## src/cpar_map.svh

```systemverilog
`ifndef CPAR_MAP_SVH
`define CPAR_MAP_SVH

// avalon register byte offsets
`define CPAR_REG_CMD        5'h00
`define CPAR_REG_DATA       5'h04
`define CPAR_REG_RESULT     5'h08
`define CPAR_REG_STATUS     5'h0c
`define CPAR_REG_PC         5'h10
`define CPAR_REG_CCR        5'h14

// command register fields
`define CPAR_CMD_OP_LSB     0
`define CPAR_CMD_BIT_LSB    4
`define CPAR_CMD_CARRY      7
`define CPAR_CMD_ADDR_LSB   16

// status register fields
`define CPAR_ST_HALTED      0
`define CPAR_ST_UNMAPPED    1
`define CPAR_ST_SUBMODE     2
`define CPAR_ST_IMASK       3

// peripheral address map
`define CPAR_A_TIMER_B      16'hffc3
`define CPAR_A_TIMER_C      16'hffc5
`define CPAR_A_TIMER_E      16'hffc9
`define CPAR_A_TMODE_D      16'hffc6
`define CPAR_A_PORT1        16'hffd1
`define CPAR_A_PORTA        16'hffda
`define CPAR_A_PORT1_DIR    16'hffe1
`define CPAR_A_SYSCTL2      16'hfff1
`define CPAR_A_VEC_HI       16'h0000
`define CPAR_A_VEC_LO       16'h0001

// write-only bit masks and field positions
`define CPAR_CRL_BIT        7
`define CPAR_DIRECT_TRANSFER_ON_BIT       3
`define CPAR_TMODE_WO_MASK  8'h80
`define CPAR_SYSCTL2_WO_MASK 8'h08
`define CPAR_DIR_WO_MASK    8'hff

// reset values and fill pattern
`define CPAR_TMODE_RST      8'h00
`define CPAR_SYSCTL2_RST    8'h00
`define CPAR_UNDEF_BYTE     8'h00

`endif

```

## src/cpar_pkg.sv

```systemverilog
package cpar_pkg;

   typedef enum logic [3:0] {
      OP_RDB = 4'h0,
      OP_WRB = 4'h1,
      OP_RDW = 4'h2,
      OP_WRW = 4'h3,
      OP_SET = 4'h4,
      OP_CLR = 4'h5,
      OP_NOT = 4'h6,
      OP_ST  = 4'h7,
      OP_IST = 4'h8
   } cpar_op_t;

   typedef enum logic [3:0] {
      S_RESET = 4'h0,
      S_VEC   = 4'h1,
      S_FETCH = 4'h2,
      S_IDLE  = 4'h3,
      S_RD_A  = 4'h4,
      S_RD_B  = 4'h5,
      S_MOD   = 4'h6,
      S_WR_A  = 4'h7,
      S_WR_B  = 4'h8,
      S_DONE  = 4'h9
   } cpar_state_t;

endpackage

```

## src/cpar_pbus_if.sv

```systemverilog
`timescale 1ns/100ps
interface cpar_pbus_if;
   logic [7:0] wdata;
   logic       lat_wr;
   logic       dir_wr;
   logic       clr;
   logic [7:0] rdata;

   modport cpu  (output wdata, output lat_wr, output dir_wr, output clr,
                 input rdata);
   modport port (input wdata, input lat_wr, input dir_wr, input clr,
                 output rdata);
endinterface

```

## src/cpar_top.sv

```systemverilog
// Chosen here: register access over Avalon-MM and the address map.
`timescale 1ns/100ps
`include "cpar_map.svh"
////////////////////////////////////////////////////////////////////////////
////////////////////////////////////////////////////////////////////////////
module cpar_top #(
   parameter logic [15:0] RESET_VECTOR = 16'h0100
) (
   // clock and reset
   input  logic        mclk,
   input  logic        srst,
   // avalon-mm slave
   input  logic [4:0]  avs_address,
   input  logic        avs_read,
   input  logic        avs_write,
   input  logic [31:0] avs_writedata,
   input  logic [3:0]  avs_byteenable,
   output logic [31:0] avs_readdata,
   output logic        avs_waitrequest,
   // system
   input  logic        reset_n_input,
   input  logic        sub_mode,
   input  logic        irq_req,
   output logic        irq_ack,
   output logic        imask,
   output logic        cpu_halted,
   output logic [15:0] pc,
   // port 1, standard voltage
   input  logic [7:0]  port1_pin_in,
   output logic [7:0]  port1_pin_out,
   output logic [7:0]  port1_pin_oe,
   // port a, high voltage
   input  logic [7:0]  porta_pin_in,
   output logic [7:0]  porta_pin_out,
   output logic [7:0]  porta_pin_oe
);

   localparam logic [15:0] TMR_ADDR [0:2] = '{`CPAR_A_TIMER_B,
                                              `CPAR_A_TIMER_C,
                                              `CPAR_A_TIMER_E};

   cpar_pkg::cpar_state_t state_q;
   cpar_pkg::cpar_op_t    op_q;
   logic [2:0]            bit_q;
   logic                  carry_q;
   logic [15:0]           addr_q;
   logic [31:0]           cmd_q;
   logic [15:0]           data_q;
   logic [15:0]           result_q;
   logic [7:0]            byte_q;
   logic [7:0]            wr_val_q;
   logic [15:0]           pc_q;
   logic                  imask_q;
   logic                  unmapped_q;
   logic                  cmd_pend_q;
   logic                  wait_q;
   logic [31:0]           readdata_q;
   logic                  irq_ack_q;
   logic                  rst_s1_q;
   logic                  rst_s2_q;
   logic                  halted_q;
   logic [7:0]            timer_d_mode_q;
   logic [7:0]            system_control_two_q;
   logic [7:0]            tmr_cnt [0:2];
   logic [2:0]            tmr_wr;
   logic [7:0]            rd_byte;
   logic [31:0]           reg_rd;
   logic [31:0]           cmd_new;
   logic                  cmd_wr;
   logic                  reg_take;
   logic                  cmd_start;
   logic                  irq_take;
   logic                  per_wr;
   logic                  bad_acc;
   logic [31:0]           data_new;

   cpar_pbus_if p1_if ();
   cpar_pbus_if pa_if ();

   function automatic logic is_mapped(input logic [15:0] a);
      case (a)
         `CPAR_A_TIMER_B, `CPAR_A_TIMER_C, `CPAR_A_TIMER_E,
         `CPAR_A_TMODE_D, `CPAR_A_PORT1, `CPAR_A_PORTA,
         `CPAR_A_PORT1_DIR, `CPAR_A_SYSCTL2: is_mapped = 1'b1;
         default: is_mapped = 1'b0;
      endcase
   endfunction

   function automatic logic [31:0] be_merge(input logic [31:0] old,
                                            input logic [31:0] nw,
                                            input logic [3:0]  be);
      logic [31:0] r;
      r = old;
      for (int i = 0; i < 4; i++) begin
         if (be[i]) begin
            r[i*8 +: 8] = nw[i*8 +: 8];
         end
      end
      return r;
   endfunction

   function automatic logic is_rom(input logic [15:0] a);
      is_rom = (a == `CPAR_A_VEC_HI) || (a == `CPAR_A_VEC_LO);
   endfunction

   ////////////////////////////////////////////////////////////////////////
   // reset pin synchroniser and halt state

   always_ff @(posedge mclk) begin
      if (srst) begin
         rst_s1_q <= 1'b0;
         rst_s2_q <= 1'b0;
      end else begin
         rst_s1_q <= reset_n_input;
         rst_s2_q <= rst_s1_q;
      end
   end

   always_ff @(posedge mclk) begin
      if (srst) begin
         halted_q <= 1'b1;
      end else begin
         halted_q <= ~rst_s2_q;
      end
   end

   ////////////////////////////////////////////////////////////////////////
   // request decode

   assign cmd_wr    = avs_write && (avs_address == `CPAR_REG_CMD);
   assign reg_take  = wait_q && !cmd_pend_q && (avs_read || avs_write);
   assign irq_take  = (state_q == cpar_pkg::S_IDLE) && irq_req &&
                      !imask_q && !halted_q;
   // a command waits for the instruction boundary, never splits one
   assign cmd_start = reg_take && cmd_wr && !halted_q &&
                      (state_q == cpar_pkg::S_IDLE) && !irq_take;
   assign cmd_new   = be_merge(cmd_q, avs_writedata, avs_byteenable);
   assign data_new  = be_merge({16'h0000, data_q}, avs_writedata,
                               avs_byteenable);
   assign per_wr    = (state_q == cpar_pkg::S_WR_B) && is_mapped(addr_q);
   assign bad_acc   = ((state_q == cpar_pkg::S_RD_B) ||
                       (state_q == cpar_pkg::S_WR_B)) &&
                      !is_mapped(addr_q) && !is_rom(addr_q);

   ////////////////////////////////////////////////////////////////////////
   // avalon handshake

   always_ff @(posedge mclk) begin
      if (srst) begin
         wait_q     <= 1'b1;
         cmd_pend_q <= 1'b0;
         readdata_q <= 32'h0000_0000;
      end else begin
         wait_q <= 1'b1;
         if (cmd_pend_q) begin
            if (state_q == cpar_pkg::S_DONE || halted_q) begin
               wait_q     <= 1'b0;
               cmd_pend_q <= 1'b0;
            end
         end else if (cmd_start) begin
            cmd_pend_q <= 1'b1;
         end else if (reg_take && !(cmd_wr && !halted_q)) begin
            wait_q     <= 1'b0;
            readdata_q <= avs_read ? reg_rd : 32'h0000_0000;
         end
      end
   end

   always_comb begin
      case (avs_address)
         `CPAR_REG_CMD:    reg_rd = cmd_q;
         `CPAR_REG_DATA:   reg_rd = {16'h0000, data_q};
         `CPAR_REG_RESULT: reg_rd = {16'h0000, result_q};
         `CPAR_REG_STATUS: reg_rd = {28'h0000000, imask_q, sub_mode,
                                     unmapped_q, halted_q};
         `CPAR_REG_PC:     reg_rd = {16'h0000, pc_q};
         `CPAR_REG_CCR:    reg_rd = {31'h00000000, imask_q};
         default:          reg_rd = 32'h0000_0000;
      endcase
   end

   always_ff @(posedge mclk) begin
      if (srst) begin
         data_q <= 16'h0000;
      end else if (reg_take && avs_write &&
                   avs_address == `CPAR_REG_DATA) begin
         data_q <= data_new[15:0];
      end
   end

   // an unmapped hit wins over a clear in the same cycle
   always_ff @(posedge mclk) begin
      if (srst) begin
         unmapped_q <= 1'b0;
      end else if (bad_acc) begin
         unmapped_q <= 1'b1;
      end else if (reg_take && avs_write &&
                   avs_address == `CPAR_REG_STATUS &&
                   avs_byteenable[0] &&
                   avs_writedata[`CPAR_ST_UNMAPPED]) begin
         unmapped_q <= 1'b0;
      end
   end

   always_ff @(posedge mclk) begin
      if (srst || halted_q) begin
         imask_q <= 1'b1;
      end else if (irq_take) begin
         imask_q <= 1'b1;
      end else if (reg_take && avs_write &&
                   avs_address == `CPAR_REG_CCR && avs_byteenable[0]) begin
         imask_q <= avs_writedata[0];
      end
   end

   always_ff @(posedge mclk) begin
      if (srst) begin
         irq_ack_q <= 1'b0;
      end else begin
         irq_ack_q <= irq_take;
      end
   end

   ////////////////////////////////////////////////////////////////////////
   // command sequencer, two states per byte access

   always_ff @(posedge mclk) begin
      if (srst) begin
         cmd_q   <= 32'h0000_0000;
         op_q    <= cpar_pkg::OP_RDB;
         bit_q   <= 3'h0;
         carry_q <= 1'b0;
         addr_q  <= 16'h0000;
      end else if (cmd_start) begin
         cmd_q   <= cmd_new;
         op_q    <= cpar_pkg::cpar_op_t'(cmd_new[`CPAR_CMD_OP_LSB +: 4]);
         bit_q   <= cmd_new[`CPAR_CMD_BIT_LSB +: 3];
         carry_q <= cmd_new[`CPAR_CMD_CARRY];
         addr_q  <= cmd_new[`CPAR_CMD_ADDR_LSB +: 16];
      end
   end

   always_ff @(posedge mclk) begin
      if (srst || halted_q) begin
         state_q <= cpar_pkg::S_RESET;
      end else begin
         case (state_q)
            cpar_pkg::S_RESET: state_q <= cpar_pkg::S_VEC;
            cpar_pkg::S_VEC:   state_q <= cpar_pkg::S_FETCH;
            cpar_pkg::S_FETCH: state_q <= cpar_pkg::S_IDLE;
            cpar_pkg::S_IDLE: begin
               if (cmd_start) begin
                  case (cpar_pkg::cpar_op_t'(cmd_new[3:0]))
                     cpar_pkg::OP_WRB,
                     cpar_pkg::OP_WRW: state_q <= cpar_pkg::S_WR_A;
                     cpar_pkg::OP_RDB, cpar_pkg::OP_RDW, cpar_pkg::OP_SET,
                     cpar_pkg::OP_CLR, cpar_pkg::OP_NOT, cpar_pkg::OP_ST,
                     cpar_pkg::OP_IST: state_q <= cpar_pkg::S_RD_A;
                     default:          state_q <= cpar_pkg::S_DONE;
                  endcase
               end
            end
            cpar_pkg::S_RD_A: state_q <= cpar_pkg::S_RD_B;
            cpar_pkg::S_RD_B: begin
               if (op_q == cpar_pkg::OP_RDB || op_q == cpar_pkg::OP_RDW) begin
                  state_q <= cpar_pkg::S_DONE;
               end else begin
                  state_q <= cpar_pkg::S_MOD;
               end
            end
            cpar_pkg::S_MOD:  state_q <= cpar_pkg::S_WR_A;
            cpar_pkg::S_WR_A: state_q <= cpar_pkg::S_WR_B;
            cpar_pkg::S_WR_B: state_q <= cpar_pkg::S_DONE;
            cpar_pkg::S_DONE: state_q <= cpar_pkg::S_IDLE;
            default:          state_q <= cpar_pkg::S_RESET;
         endcase
      end
   end

   always_ff @(posedge mclk) begin
      if (srst || halted_q) begin
         pc_q <= 16'h0000;
      end else if (state_q == cpar_pkg::S_FETCH) begin
         pc_q <= RESET_VECTOR;
      end
   end

   // only one byte ever travels; a word write keeps its upper byte
   always_ff @(posedge mclk) begin
      if (srst) begin
         wr_val_q <= 8'h00;
      end else if (cmd_start) begin
         if (cmd_new[3:0] == cpar_pkg::OP_WRW) begin
            wr_val_q <= data_q[15:8];
         end else begin
            wr_val_q <= data_q[7:0];
         end
      end else if (state_q == cpar_pkg::S_MOD) begin
         wr_val_q <= byte_q;
         case (op_q)
            cpar_pkg::OP_SET: wr_val_q[bit_q] <= 1'b1;
            cpar_pkg::OP_CLR: wr_val_q[bit_q] <= 1'b0;
            cpar_pkg::OP_NOT: wr_val_q[bit_q] <= ~byte_q[bit_q];
            cpar_pkg::OP_ST:  wr_val_q[bit_q] <= carry_q;
            cpar_pkg::OP_IST: wr_val_q[bit_q] <= ~carry_q;
            default:          wr_val_q[bit_q] <= byte_q[bit_q];
         endcase
      end
   end

   always_ff @(posedge mclk) begin
      if (srst) begin
         byte_q   <= 8'h00;
         result_q <= 16'h0000;
      end else if (state_q == cpar_pkg::S_RD_B) begin
         byte_q <= rd_byte;
         if (op_q == cpar_pkg::OP_RDW) begin
            if (addr_q == `CPAR_A_VEC_HI) begin
               result_q <= RESET_VECTOR;
            end else begin
               result_q <= {rd_byte, `CPAR_UNDEF_BYTE};
            end
         end else if (op_q == cpar_pkg::OP_RDB) begin
            result_q <= {8'h00, rd_byte};
         end
      end
   end

   ////////////////////////////////////////////////////////////////////////
   // peripheral read mux

   always_comb begin
      rd_byte = `CPAR_UNDEF_BYTE;
      case (addr_q)
         `CPAR_A_TMODE_D:   rd_byte = timer_d_mode_q | `CPAR_TMODE_WO_MASK;
         `CPAR_A_SYSCTL2:   rd_byte = system_control_two_q |
                                      `CPAR_SYSCTL2_WO_MASK;
         `CPAR_A_PORT1_DIR: rd_byte = `CPAR_DIR_WO_MASK;
         `CPAR_A_PORT1:     rd_byte = p1_if.rdata;
         `CPAR_A_PORTA:     rd_byte = pa_if.rdata;
         `CPAR_A_VEC_HI:    rd_byte = RESET_VECTOR[15:8];
         `CPAR_A_VEC_LO:    rd_byte = RESET_VECTOR[7:0];
         default:           rd_byte = `CPAR_UNDEF_BYTE;
      endcase
      for (int i = 0; i < 3; i++) begin
         if (addr_q == TMR_ADDR[i]) begin
            rd_byte = tmr_cnt[i];
         end
      end
   end

   ////////////////////////////////////////////////////////////////////////
   // peripheral registers

   always_ff @(posedge mclk) begin
      if (srst || halted_q) begin
         timer_d_mode_q <= `CPAR_TMODE_RST;
      end else if (per_wr && addr_q == `CPAR_A_TMODE_D) begin
         timer_d_mode_q <= wr_val_q;
      end
   end

   // in main-clock mode the transfer bit ignores writes entirely
   always_ff @(posedge mclk) begin
      if (srst || halted_q) begin
         system_control_two_q <= `CPAR_SYSCTL2_RST;
      end else if (per_wr && addr_q == `CPAR_A_SYSCTL2) begin
         system_control_two_q <= wr_val_q;
         if (!sub_mode) begin
            system_control_two_q[`CPAR_DIRECT_TRANSFER_ON_BIT] <=
               system_control_two_q[`CPAR_DIRECT_TRANSFER_ON_BIT];
         end
      end
   end

   genvar gi;
   generate
      for (gi = 0; gi < 3; gi++) begin : g_tmr
         assign tmr_wr[gi] = per_wr && (addr_q == TMR_ADDR[gi]);
         cpar_timer #(.W(8)) u_tmr (
            .mclk    (mclk),
            .srst    (srst),
            .clr     (halted_q),
            .load_wr (tmr_wr[gi]),
            .wdata   (wr_val_q),
            .count   (tmr_cnt[gi])
         );
      end
   endgenerate

   assign p1_if.wdata  = wr_val_q;
   assign p1_if.lat_wr = per_wr && (addr_q == `CPAR_A_PORT1);
   assign p1_if.dir_wr = per_wr && (addr_q == `CPAR_A_PORT1_DIR);
   assign p1_if.clr    = halted_q;
   assign pa_if.wdata  = wr_val_q;
   assign pa_if.lat_wr = per_wr && (addr_q == `CPAR_A_PORTA);
   assign pa_if.dir_wr = 1'b0;
   assign pa_if.clr    = halted_q;

   cpar_port #(.HV(1'b0)) u_port1 (
      .mclk    (mclk),
      .srst    (srst),
      .bus     (p1_if.port),
      .pin_in  (port1_pin_in),
      .pin_out (port1_pin_out),
      .pin_oe  (port1_pin_oe)
   );

   cpar_port #(.HV(1'b1)) u_porta (
      .mclk    (mclk),
      .srst    (srst),
      .bus     (pa_if.port),
      .pin_in  (porta_pin_in),
      .pin_out (porta_pin_out),
      .pin_oe  (porta_pin_oe)
   );

   assign avs_readdata    = readdata_q;
   assign avs_waitrequest = wait_q;
   assign irq_ack         = irq_ack_q;
   assign imask           = imask_q;
   assign cpu_halted      = halted_q;
   assign pc              = pc_q;

endmodule

```

## src/cpar_timer.sv

```systemverilog
`timescale 1ns/100ps
module cpar_timer #(
   parameter int W = 8
) (
   // clock and reset
   input  logic         mclk,
   input  logic         srst,
   input  logic         clr,
   // shared-address access
   input  logic         load_wr,
   input  logic [W-1:0] wdata,
   output logic [W-1:0] count
);

   logic [W-1:0] reload_q;
   logic [W-1:0] count_q;

   always_ff @(posedge mclk) begin
      if (srst || clr) begin
         reload_q <= '0;
      end else if (load_wr) begin
         reload_q <= wdata;
      end
   end

   // counting never pauses for a bus access
   always_ff @(posedge mclk) begin
      if (srst || clr) begin
         count_q <= '0;
      end else if (&count_q) begin
         count_q <= reload_q;
      end else begin
         count_q <= count_q + 1'b1;
      end
   end

   assign count = count_q;

endmodule

```

## src/cpar_port.sv

```systemverilog
`timescale 1ns/100ps
module cpar_port #(
   parameter bit HV = 1'b0
) (
   // clock and reset
   input  logic       mclk,
   input  logic       srst,
   // register side
   cpar_pbus_if.port  bus,
   // pins
   input  logic [7:0] pin_in,
   output logic [7:0] pin_out,
   output logic [7:0] pin_oe
);

   logic [7:0] s1_q;
   logic [7:0] s2_q;
   logic [7:0] lat_q;
   logic [7:0] dir_q;

   always_ff @(posedge mclk) begin
      if (srst) begin
         s1_q <= 8'h00;
         s2_q <= 8'h00;
      end else begin
         s1_q <= pin_in;
         s2_q <= s1_q;
      end
   end

   always_ff @(posedge mclk) begin
      if (srst || bus.clr) begin
         lat_q <= 8'h00;
      end else if (bus.lat_wr) begin
         lat_q <= bus.wdata;
      end
   end

   always_ff @(posedge mclk) begin
      if (srst || bus.clr) begin
         dir_q <= 8'h00;
      end else if (bus.dir_wr && !HV) begin
         dir_q <= bus.wdata;
      end
   end

   assign pin_out = lat_q;

   generate
      if (HV) begin : g_hv
         // pull-up only: latch 1 drives high, latch 0 lets the pin float
         assign pin_oe    = lat_q;
         assign bus.rdata = s2_q;
      end else begin : g_std
         assign pin_oe    = dir_q;
         assign bus.rdata = (dir_q & lat_q) | (~dir_q & s2_q);
      end
   endgenerate

endmodule

```

## config.mk

```make
export PLATFORM = sky130hd
export DESIGN_NAME = cpar_top
export DESIGN_NICKNAME = d
export VERILOG_FILES = /design/src/cpar_pkg.sv /design/src/cpar_pbus_if.sv /design/src/cpar_top.sv /design/src/cpar_timer.sv /design/src/cpar_port.sv
export VERILOG_INCLUDE_DIRS = /design/src
export SDC_FILE = /design/constraint.sdc
export NUM_CORES = 1
export LEC_CHECK = 0
export BUFFER_PORTS_ARGS = -buffer_cell sky130_fd_sc_hd__buf_2
export CAP_MARGIN = 30
export CORE_UTILIZATION = 25
export DETAILED_ROUTE_END_ITERATION = 12
export SYNTH_ARGS = -nofsm -noshare
export SYNTH_HDL_FRONTEND = slang
export SYNTH_SLANG_ARGS = --single-unit
```

## constraint.sdc

```tcl
create_clock -name mclk -period 3.8 [get_ports mclk]
set_clock_uncertainty 0.15 [all_clocks]
set_input_delay 0.38 -clock mclk [delete_from_list [all_inputs] [get_ports mclk]]
set_output_delay 0.38 -clock mclk [all_outputs]
set_load 0.1 [all_outputs]
```

Word level (Yosys, flattened, before mapping)
Memories as Yosys holds them, arrays and structs flattened.
Index checks and enable logic that the tools add are counted.
{"block": "word_totals", "ff_bits": 267, "rom_bits": 64, "in_bits": 64, "out_inout_bits": 84, "word_cells": 187, "mem_count": 1}
{"memory": "(name not given)", "depth": 16, "word_bits": 4, "rd": 1, "rd_clocked_by_memory_dff": 0, "write_ports": 0, "line_no": "cpar_top.sv:253", "source": "case (cpar_pkg::cpar_op_t'(cmd_new[3:0]))"}
{"block": "op_classes", "n_addsub": 3, "n_lt_le_gt_ge": 2, "eq_ne": 31, "n_mux": 39, "bitwise": 12, "n_reduce_logical": 62}
{"operator": "$pmux 32 s6", "n": 1}
{"operator": "$eq 16x16->1 const B", "n": 8}
{"operator": "$mux 8", "n": 12}
{"operator": "$mux 16", "n": 3}
{"operator": "$pmux 8 s6", "n": 1}
{"operator": "$pmux 8 s5", "n": 1}
{"operator": "$pmux 4 s9", "n": 1}
{"operator": "$bwmux 8", "n": 4}
{"operator": "$eq 4x3->1 const B", "n": 8}
{"operator": "$mux 32", "n": 1}
{"operator": "$logic_and 1x1->1", "n": 31}
{"operator": "$add 8x1->8 const B", "n": 3}
{"operator": "$and 8x8->8", "n": 3}
{"operator": "$reduce_and 8->1", "n": 3}
{"operator": "$eq 16x1->1 const B", "n": 1}
{"operator": "$eq 4x2->1 const B", "n": 4}
{"operator": "$logic_not 16->1", "n": 1}
{"operator": "$not 8->8", "n": 2}
{"operator": "$or 8x8->8", "n": 2}
{"operator": "$eq 4x4->1 const B", "n": 3}
{"operator": "$mux 1", "n": 11}
{"operator": "$eq 5x4->1 const B", "n": 2}
{"operator": "$eq 5x5->1 const B", "n": 2}
{"operator": "$logic_not 4->1", "n": 2}
{"operator": "other kinds (17)", "n": 39}

Logic depth before layout (Yosys ltp)
{"block": "logic_depth", "ltp_word": 9, "depth_mapped": 9, "mapped_depth_nobuf": 7}

Cells and area by module
From an unflattened synthesis, not the netlist that was laid out.
{"block": "unflattened", "hier_cells": 1249, "hier_area_um2": 11333.4}
{"mod": "cpar_top", "instances": 1, "cells_each": 871, "area_each_um2": 7375.8, "seq_area_each_um2": 2782.7}
{"mod": "cpar_timer", "instances": 3, "cells_each": 72, "area_each_um2": 679.4, "seq_area_each_um2": 320.3}
{"mod": "cpar_port (u_port1)", "instances": 1, "cells_each": 94, "area_each_um2": 1113.6, "seq_area_each_um2": 640.6}
{"mod": "cpar_port (u_porta)", "instances": 1, "cells_each": 68, "area_each_um2": 805.8, "seq_area_each_um2": 480.5}

Worst setup path after synthesis
Ideal clock, no wire load.
{"block": "synth_path", "kind": "reg-to-reg", "start": "register wait_q (netlist: avs_waitrequest)", "end": "register wr_val_q[2] (netlist: p1_if.wdata[2])", "setup_ns": 0.132, "arrival_time_ns": 2.290, "required_ns": 3.518, "setup_slack_ns": 1.229, "stages_incl_launch_ff": 8, "path_buffers": 1, "period_less_slack_ns": 2.571, "cell_sequence": "dfxtp_1 > nor2b_1 > o21ai_0 > nor4_2 > clkbuf_1 > nor2_1 > a21oi_1 > nor3_1"}
{"block": "synth_between", "elab_chain_cells": 7, "word_cells_on_any_way": 8, "cone_classes": "1 x mux; 7 x reduce/logical"}
{"item": "start, declared", "line_no": "cpar_top.sv:56", "source": "logic wait_q;"}
{"item": "start signal, assigned", "line_no": "cpar_top.sv:150", "source": "wait_q <= 1'b1;"}
{"item": "start signal, assigned", "line_no": "cpar_top.sv:154", "source": "wait_q <= 1'b1;"}
{"item": "start signal, assigned", "line_no": "cpar_top.sv:157", "source": "wait_q <= 1'b0;"}
{"item": "$logic_and 1x1->1 (*) (2 in series)", "line_no": "cpar_top.sv:131", "source": "assign reg_take = wait_q && !cmd_pend_q && (avs_read || avs_write);"}
{"item": "$logic_and 1x1->1 (*) (3 in series)", "line_no": "cpar_top.sv:135", "source": "assign cmd_start = reg_take && cmd_wr && !halted_q &&"}
{"item": "$logic_and 1x1->1 (*)", "line_no": "cpar_top.sv:136", "source": "(state_q == cpar_pkg::S_IDLE) && !irq_take;"}
{"item": "$mux 8 or $reduce_bool 2->1 (tied branches)"}
{"item": "end signal, assigned", "line_no": "cpar_top.sv:294", "source": "wr_val_q <= data_q[15:8];"}
{"item": "end signal, assigned", "line_no": "cpar_top.sv:296", "source": "wr_val_q <= data_q[7:0];"}
{"item": "end signal, assigned", "line_no": "cpar_top.sv:299", "source": "wr_val_q <= byte_q;"}
{"item": "end, declared", "line_no": "cpar_top.sv:51", "source": "logic [7:0] wr_val_q;"}
Every way passes the cells marked *; elsewhere a longest branch is shown, timed or not.
A chain may end at the register's enable or synchronous reset.

Worst setup path after layout
{"block": "layout_path", "start": "register addr_q[5]", "end": "register byte_q[1]"}
{"block": "layout_between", "elab_chain_cells": 5, "word_cells_on_any_way": 13, "cone_classes": "8 x eq/ne; 4 x mux; 1 x reduce/logical"}
{"item": "start, declared", "line_no": "cpar_top.sv:46", "source": "logic [15:0] addr_q;"}
{"item": "start signal, assigned", "line_no": "cpar_top.sv:239", "source": "addr_q <= cmd_new[`CPAR_CMD_ADDR_LSB +: 16];"}
{"item": "$eq 16x16->1 or $logic_not 16->1 (tied branches)", "line_no": "cpar_top.sv:334", "source": "case (addr_q)"}
{"item": "$pmux 8 s6", "line_no": "cpar_top.sv:334"}
{"item": "$mux 8 (2 in series)", "line_no": "cpar_top.sv:346", "source": "if (addr_q == TMR_ADDR[i]) begin"}
{"item": "$mux 8 (*)", "line_no": "cpar_top.sv:346"}
{"item": "end signal, assigned", "line_no": "cpar_top.sv:316", "source": "byte_q <= rd_byte;"}
{"item": "end, declared", "line_no": "cpar_top.sv:50", "source": "logic [7:0] byte_q;"}
Marks and branches as above.

==> summary.txt <==
Place
  – RD Place Congestion: 0.919
  – Post-DP HPWL: 24900 um
  – IO Port Bufs: approximately 130
  – Placed cells: between 1500 and 2000

Clock network
  – Reg clk slew, reported paths: roughly 0.06 ns
  – Cts repair resizes: 0
  – CTS max path bufs: 3
  – Clk sink count: ~240
  – CTS tree: built
  – H-tree Lvls: 1
  – Worst-Skew Late Latency: between 0.5 and 0.6 ns
  – Root buf cell: clkbuf_16
  – CTS buffer count: 27
  – Post-CTS setup buffers: 0

Synthesis
  – Yosys reg bits: 243
  – Cell Area, Synth: ~11000 um2
  – Ys Warns: 0
  – Synth cell types: 83
  – Area leader, netlist: dfxtp_1
  – Post-synth top area share: between 40 and 50%
  – Post-Syn Instances: 1233
  – Most used DFF post-synth: dfxtp_1
  – Synth area leaders: dfxtp_1 45%, mux2i_1 8.5%, a21oi_1 5.4%
  – Syn_area_per_cell: 8.86 um2
  – Post-synthesis sequential area ratio: between 40 and 50%
  – Post-synth ARST share: 0%
  – Post-synth EDFFs: 0

Drt
  – DRC viols: 0
  – Drt pass-1 iters: 5
  – Vias per inst: approximately 4.9
  – Per-cell routed wire length: 17.6 um
  – Routed wire length: 34500 um
  – Via count: roughly 9600
  – Iteration-0 DRC Markers: between 900 and 1000
  – Final ANT Viol Nets: 0

Die
  – Die Y: 211 um
  – Die X: 211 um
  – CORE AREA: 43100 um2
  – Cell Rows: 76
  – Die area: 44500 um2
  – I/O pins: about 150
  – Starting Density: around a quarter

Setup path
  – R2R Path Start: addr_q[5]
  – Worst R2R End: byte_q[1]
  – Worst Setup End Kind: flip-flop
  – Worst EP required: a little over 4 ns
  – Setup CP Type: reg -> reg
  – Worst setup path startpoint: addr_q[5]
  – Crit path launch type: flip-flop
  – Crit Path Max Fanout: 11
  – Worst R2R Setup Slack: 1.15 ns
  – R2R depth: 6
  – Critical Path Sink: byte_q[1]
  – Critical Path AT: slightly below 3 ns

Timing
  – Slew @ Worst Pin: roughly 0.9 ns
  – Period utilization: between 60% and 70%
  – Final worst path period need: between 2 and 3 ns
  – RSZ-0062 raised after global routing: no
  – Final setup viols: 0
  – Max Slew Vio Count: 0
  – Final-report hold violation count: 0
  – Hold WS: roughly 0.029 ns
  – Post-route setup TNS: 0 ns
  – Slew headroom: 40.0%
  – Max Fclk: 377 MHz

Cells and area
  – Inserted Diodes: 0
  – Share of layout cells above drive strength 1: 17.8%
  – Commonest non-fill, non-tap cell in the layout: dfxtp_1
  – Final Non-Filler Cells: slightly below 2000
  – Area growth syn-to-layout: 22.6%
  – # nets final: 1427
  – Most frequent cells in the layout: 243 x dfxtp_1, 149 x nor2_1, 131 x buf_2

Pwr
  – Int Power: 4340 uW
  – Clock power share: between 40 and 50%
  – P per Cell Area: approximately 420 nW/um2
  – Switching power: 1290 uW
  – Power, Total: 5630 uW
  – Leakage: between 0.005 and 0.006 uW
  – Max IR drop VDD: about 0.29 mV
  – Gate power share: about 4.7%
  – Seq pwr share: between 40 and 50%
  – Sw Ratio: a little under a quarter

GRT
  – Initial antenna violation count: 0
  – First-pass GRT wire length: ~53000 um
  – Vias in the first global route: around 9100
  – Gr usage total: 15.2%
  – GRT overflow: 0
  – Largest net degree at the start of global routing: 64

Min path
  – Worst hold path class: in -> reg

Flow run
  – Max-cap violations: 0

Run status
  – Outcome: complete, no violations
[power by group through the flow]
stage | combinational [uW] | clock [uW] | sequential [uW]
final | 266 | 2790 | 2570
after global routing | 283 | 2940 | 2570
after CTS | 266 | 2840 | 2570
after detailed placement | 229 | 0 | 2630
after global placement | 227 | 0 | 2630
after floorplan | 156 | 0 | 2640
[cell type report]
| cell class | instances | area, um2 |
|---|---|---|
| fill | 4497 | 29700 |
| clock inverter | 10 | 146 |
| inverter | 12 | 45.0 |
| multi-input combinational | 884 | 5550 |
| tap | 585 | 732 |
| clock buffer | 39 | 811 |
| timing repair buffer | 192 | 1240 |
| sequential | 243 | 4860 |
[metrics by stage]
step                      instance area (um2)  util [%]  setup slack [ns]
final                                   13400      31.1              1.15
after global placement                  12000      27.8              1.15
after CTS                               13400      31.1              1.18
after global routing                    13400      31.1             0.933
after detailed placement                12000      27.8              1.12
after floorplan                         11000         -              1.23
[registers in the layout, indices dropped and copies added, names as in the netlist, 4 cells and up]
| register | count |
|---|---|
| cmd_q | 11 |
| result_q | 16 |
| g_tmr.u_tmr.reload_q | 24 |
| p1_if.wdata | 8 |
| u_port1.pin_oe | 8 |
| addr_q | 16 |
| byte_q | 8 |
| u_porta.bus.rdata | 8 |
| u_porta.pin_oe | 8 |
| data_q | 16 |
| u_port1.pin_out | 8 |
| timer_d_mode_q | 7 |
| u_porta.s1_q | 8 |
| u_port1.s2_q | 8 |
| u_port1.s1_q | 8 |
| avs_readdata | 32 |
| system_control_two_q | 7 |
| state_q | 4 |
| g_tmr.u_tmr.count | 24 |
[layer usage]
layer | GRT usage [%] | vias up | share of wire, %
met4 | 5.97 | 0 | 3.2
met1 | 19.9 | 4632 | 44
met3 | 2.05 | 60 | 4.8
li1 | - | 4620 | -
met5 | 0 | - | 0
met2 | 25.2 | 279 | 48
[worst min path at each step]
stage                 endpoint              start  depth (start not counted)  slack [ns]
global placement    cpu_halted           rst_s2_q                          1        0.22
detailed placement  cpu_halted           rst_s2_q                          1        0.22
floorplan           cpu_halted           rst_s2_q                          1        0.21
global route         addr_q[5]  avs_writedata[21]                          3        0.02
finish               addr_q[7]  avs_writedata[23]                          3        0.03
CTS                  addr_q[0]  avs_writedata[16]                          3       0.004
[critical path, stage by stage (launching register included)]
cell       delay (ns)
dfxtp_1          0.42
nand4bb_1        0.53
nor4b_2          0.69
a22oi_1          0.23
a41oi_2          0.30
nand2_1          0.09
a21oi_1          0.16
[cells in the mapped netlist, types with 5 or more instances]
cell      count
a211oi_1     15
a21oi_1     117
a222oi_1     14
a22o_1       10
a22oi_1      11
a31oi_1      13
a32oi_1       7
a41oi_2       5
and2_1       10
and3_1        8
buf_2        12
buf_4        26
clkbuf_1     64
dfxtp_1     243
inv_1        11
mux2_2       11
mux2i_1      93
nand2_1     112
nand2b_1     13
nand3_1      67
nand3b_1      5
nand4_1       8
nor2_1      149
nor2b_1      40
nor3_1       19
o21ai_0      26
o22ai_1       6
or3_1         9
xor2_1        9
[cells by family (layout without fill, tap and decap cells)]
logic type	count (synthesis)	count (layout)	share of synthesized area [%]
AO/OA/AOI/OAI	260	260	15.9
XOR/XNOR	10	10	0.802
adder cells (fa/ha/maj)	3	3	0.344
buffers and inverters	120	253	5.23
flip-flops	243	243	44.5
multiplexers	105	105	9.78
other	1	15	0.0343
AND/OR/NAND/NOR	491	491	23.4
[what timing repair did]
action                                  4_1_cts  5_1_grt
hold buffers                                 47        0
hold endpoints to repair                     57        0
endpoints found under the setup margin        0        0
Note: power is estimated with default switching activity, not from simulation.
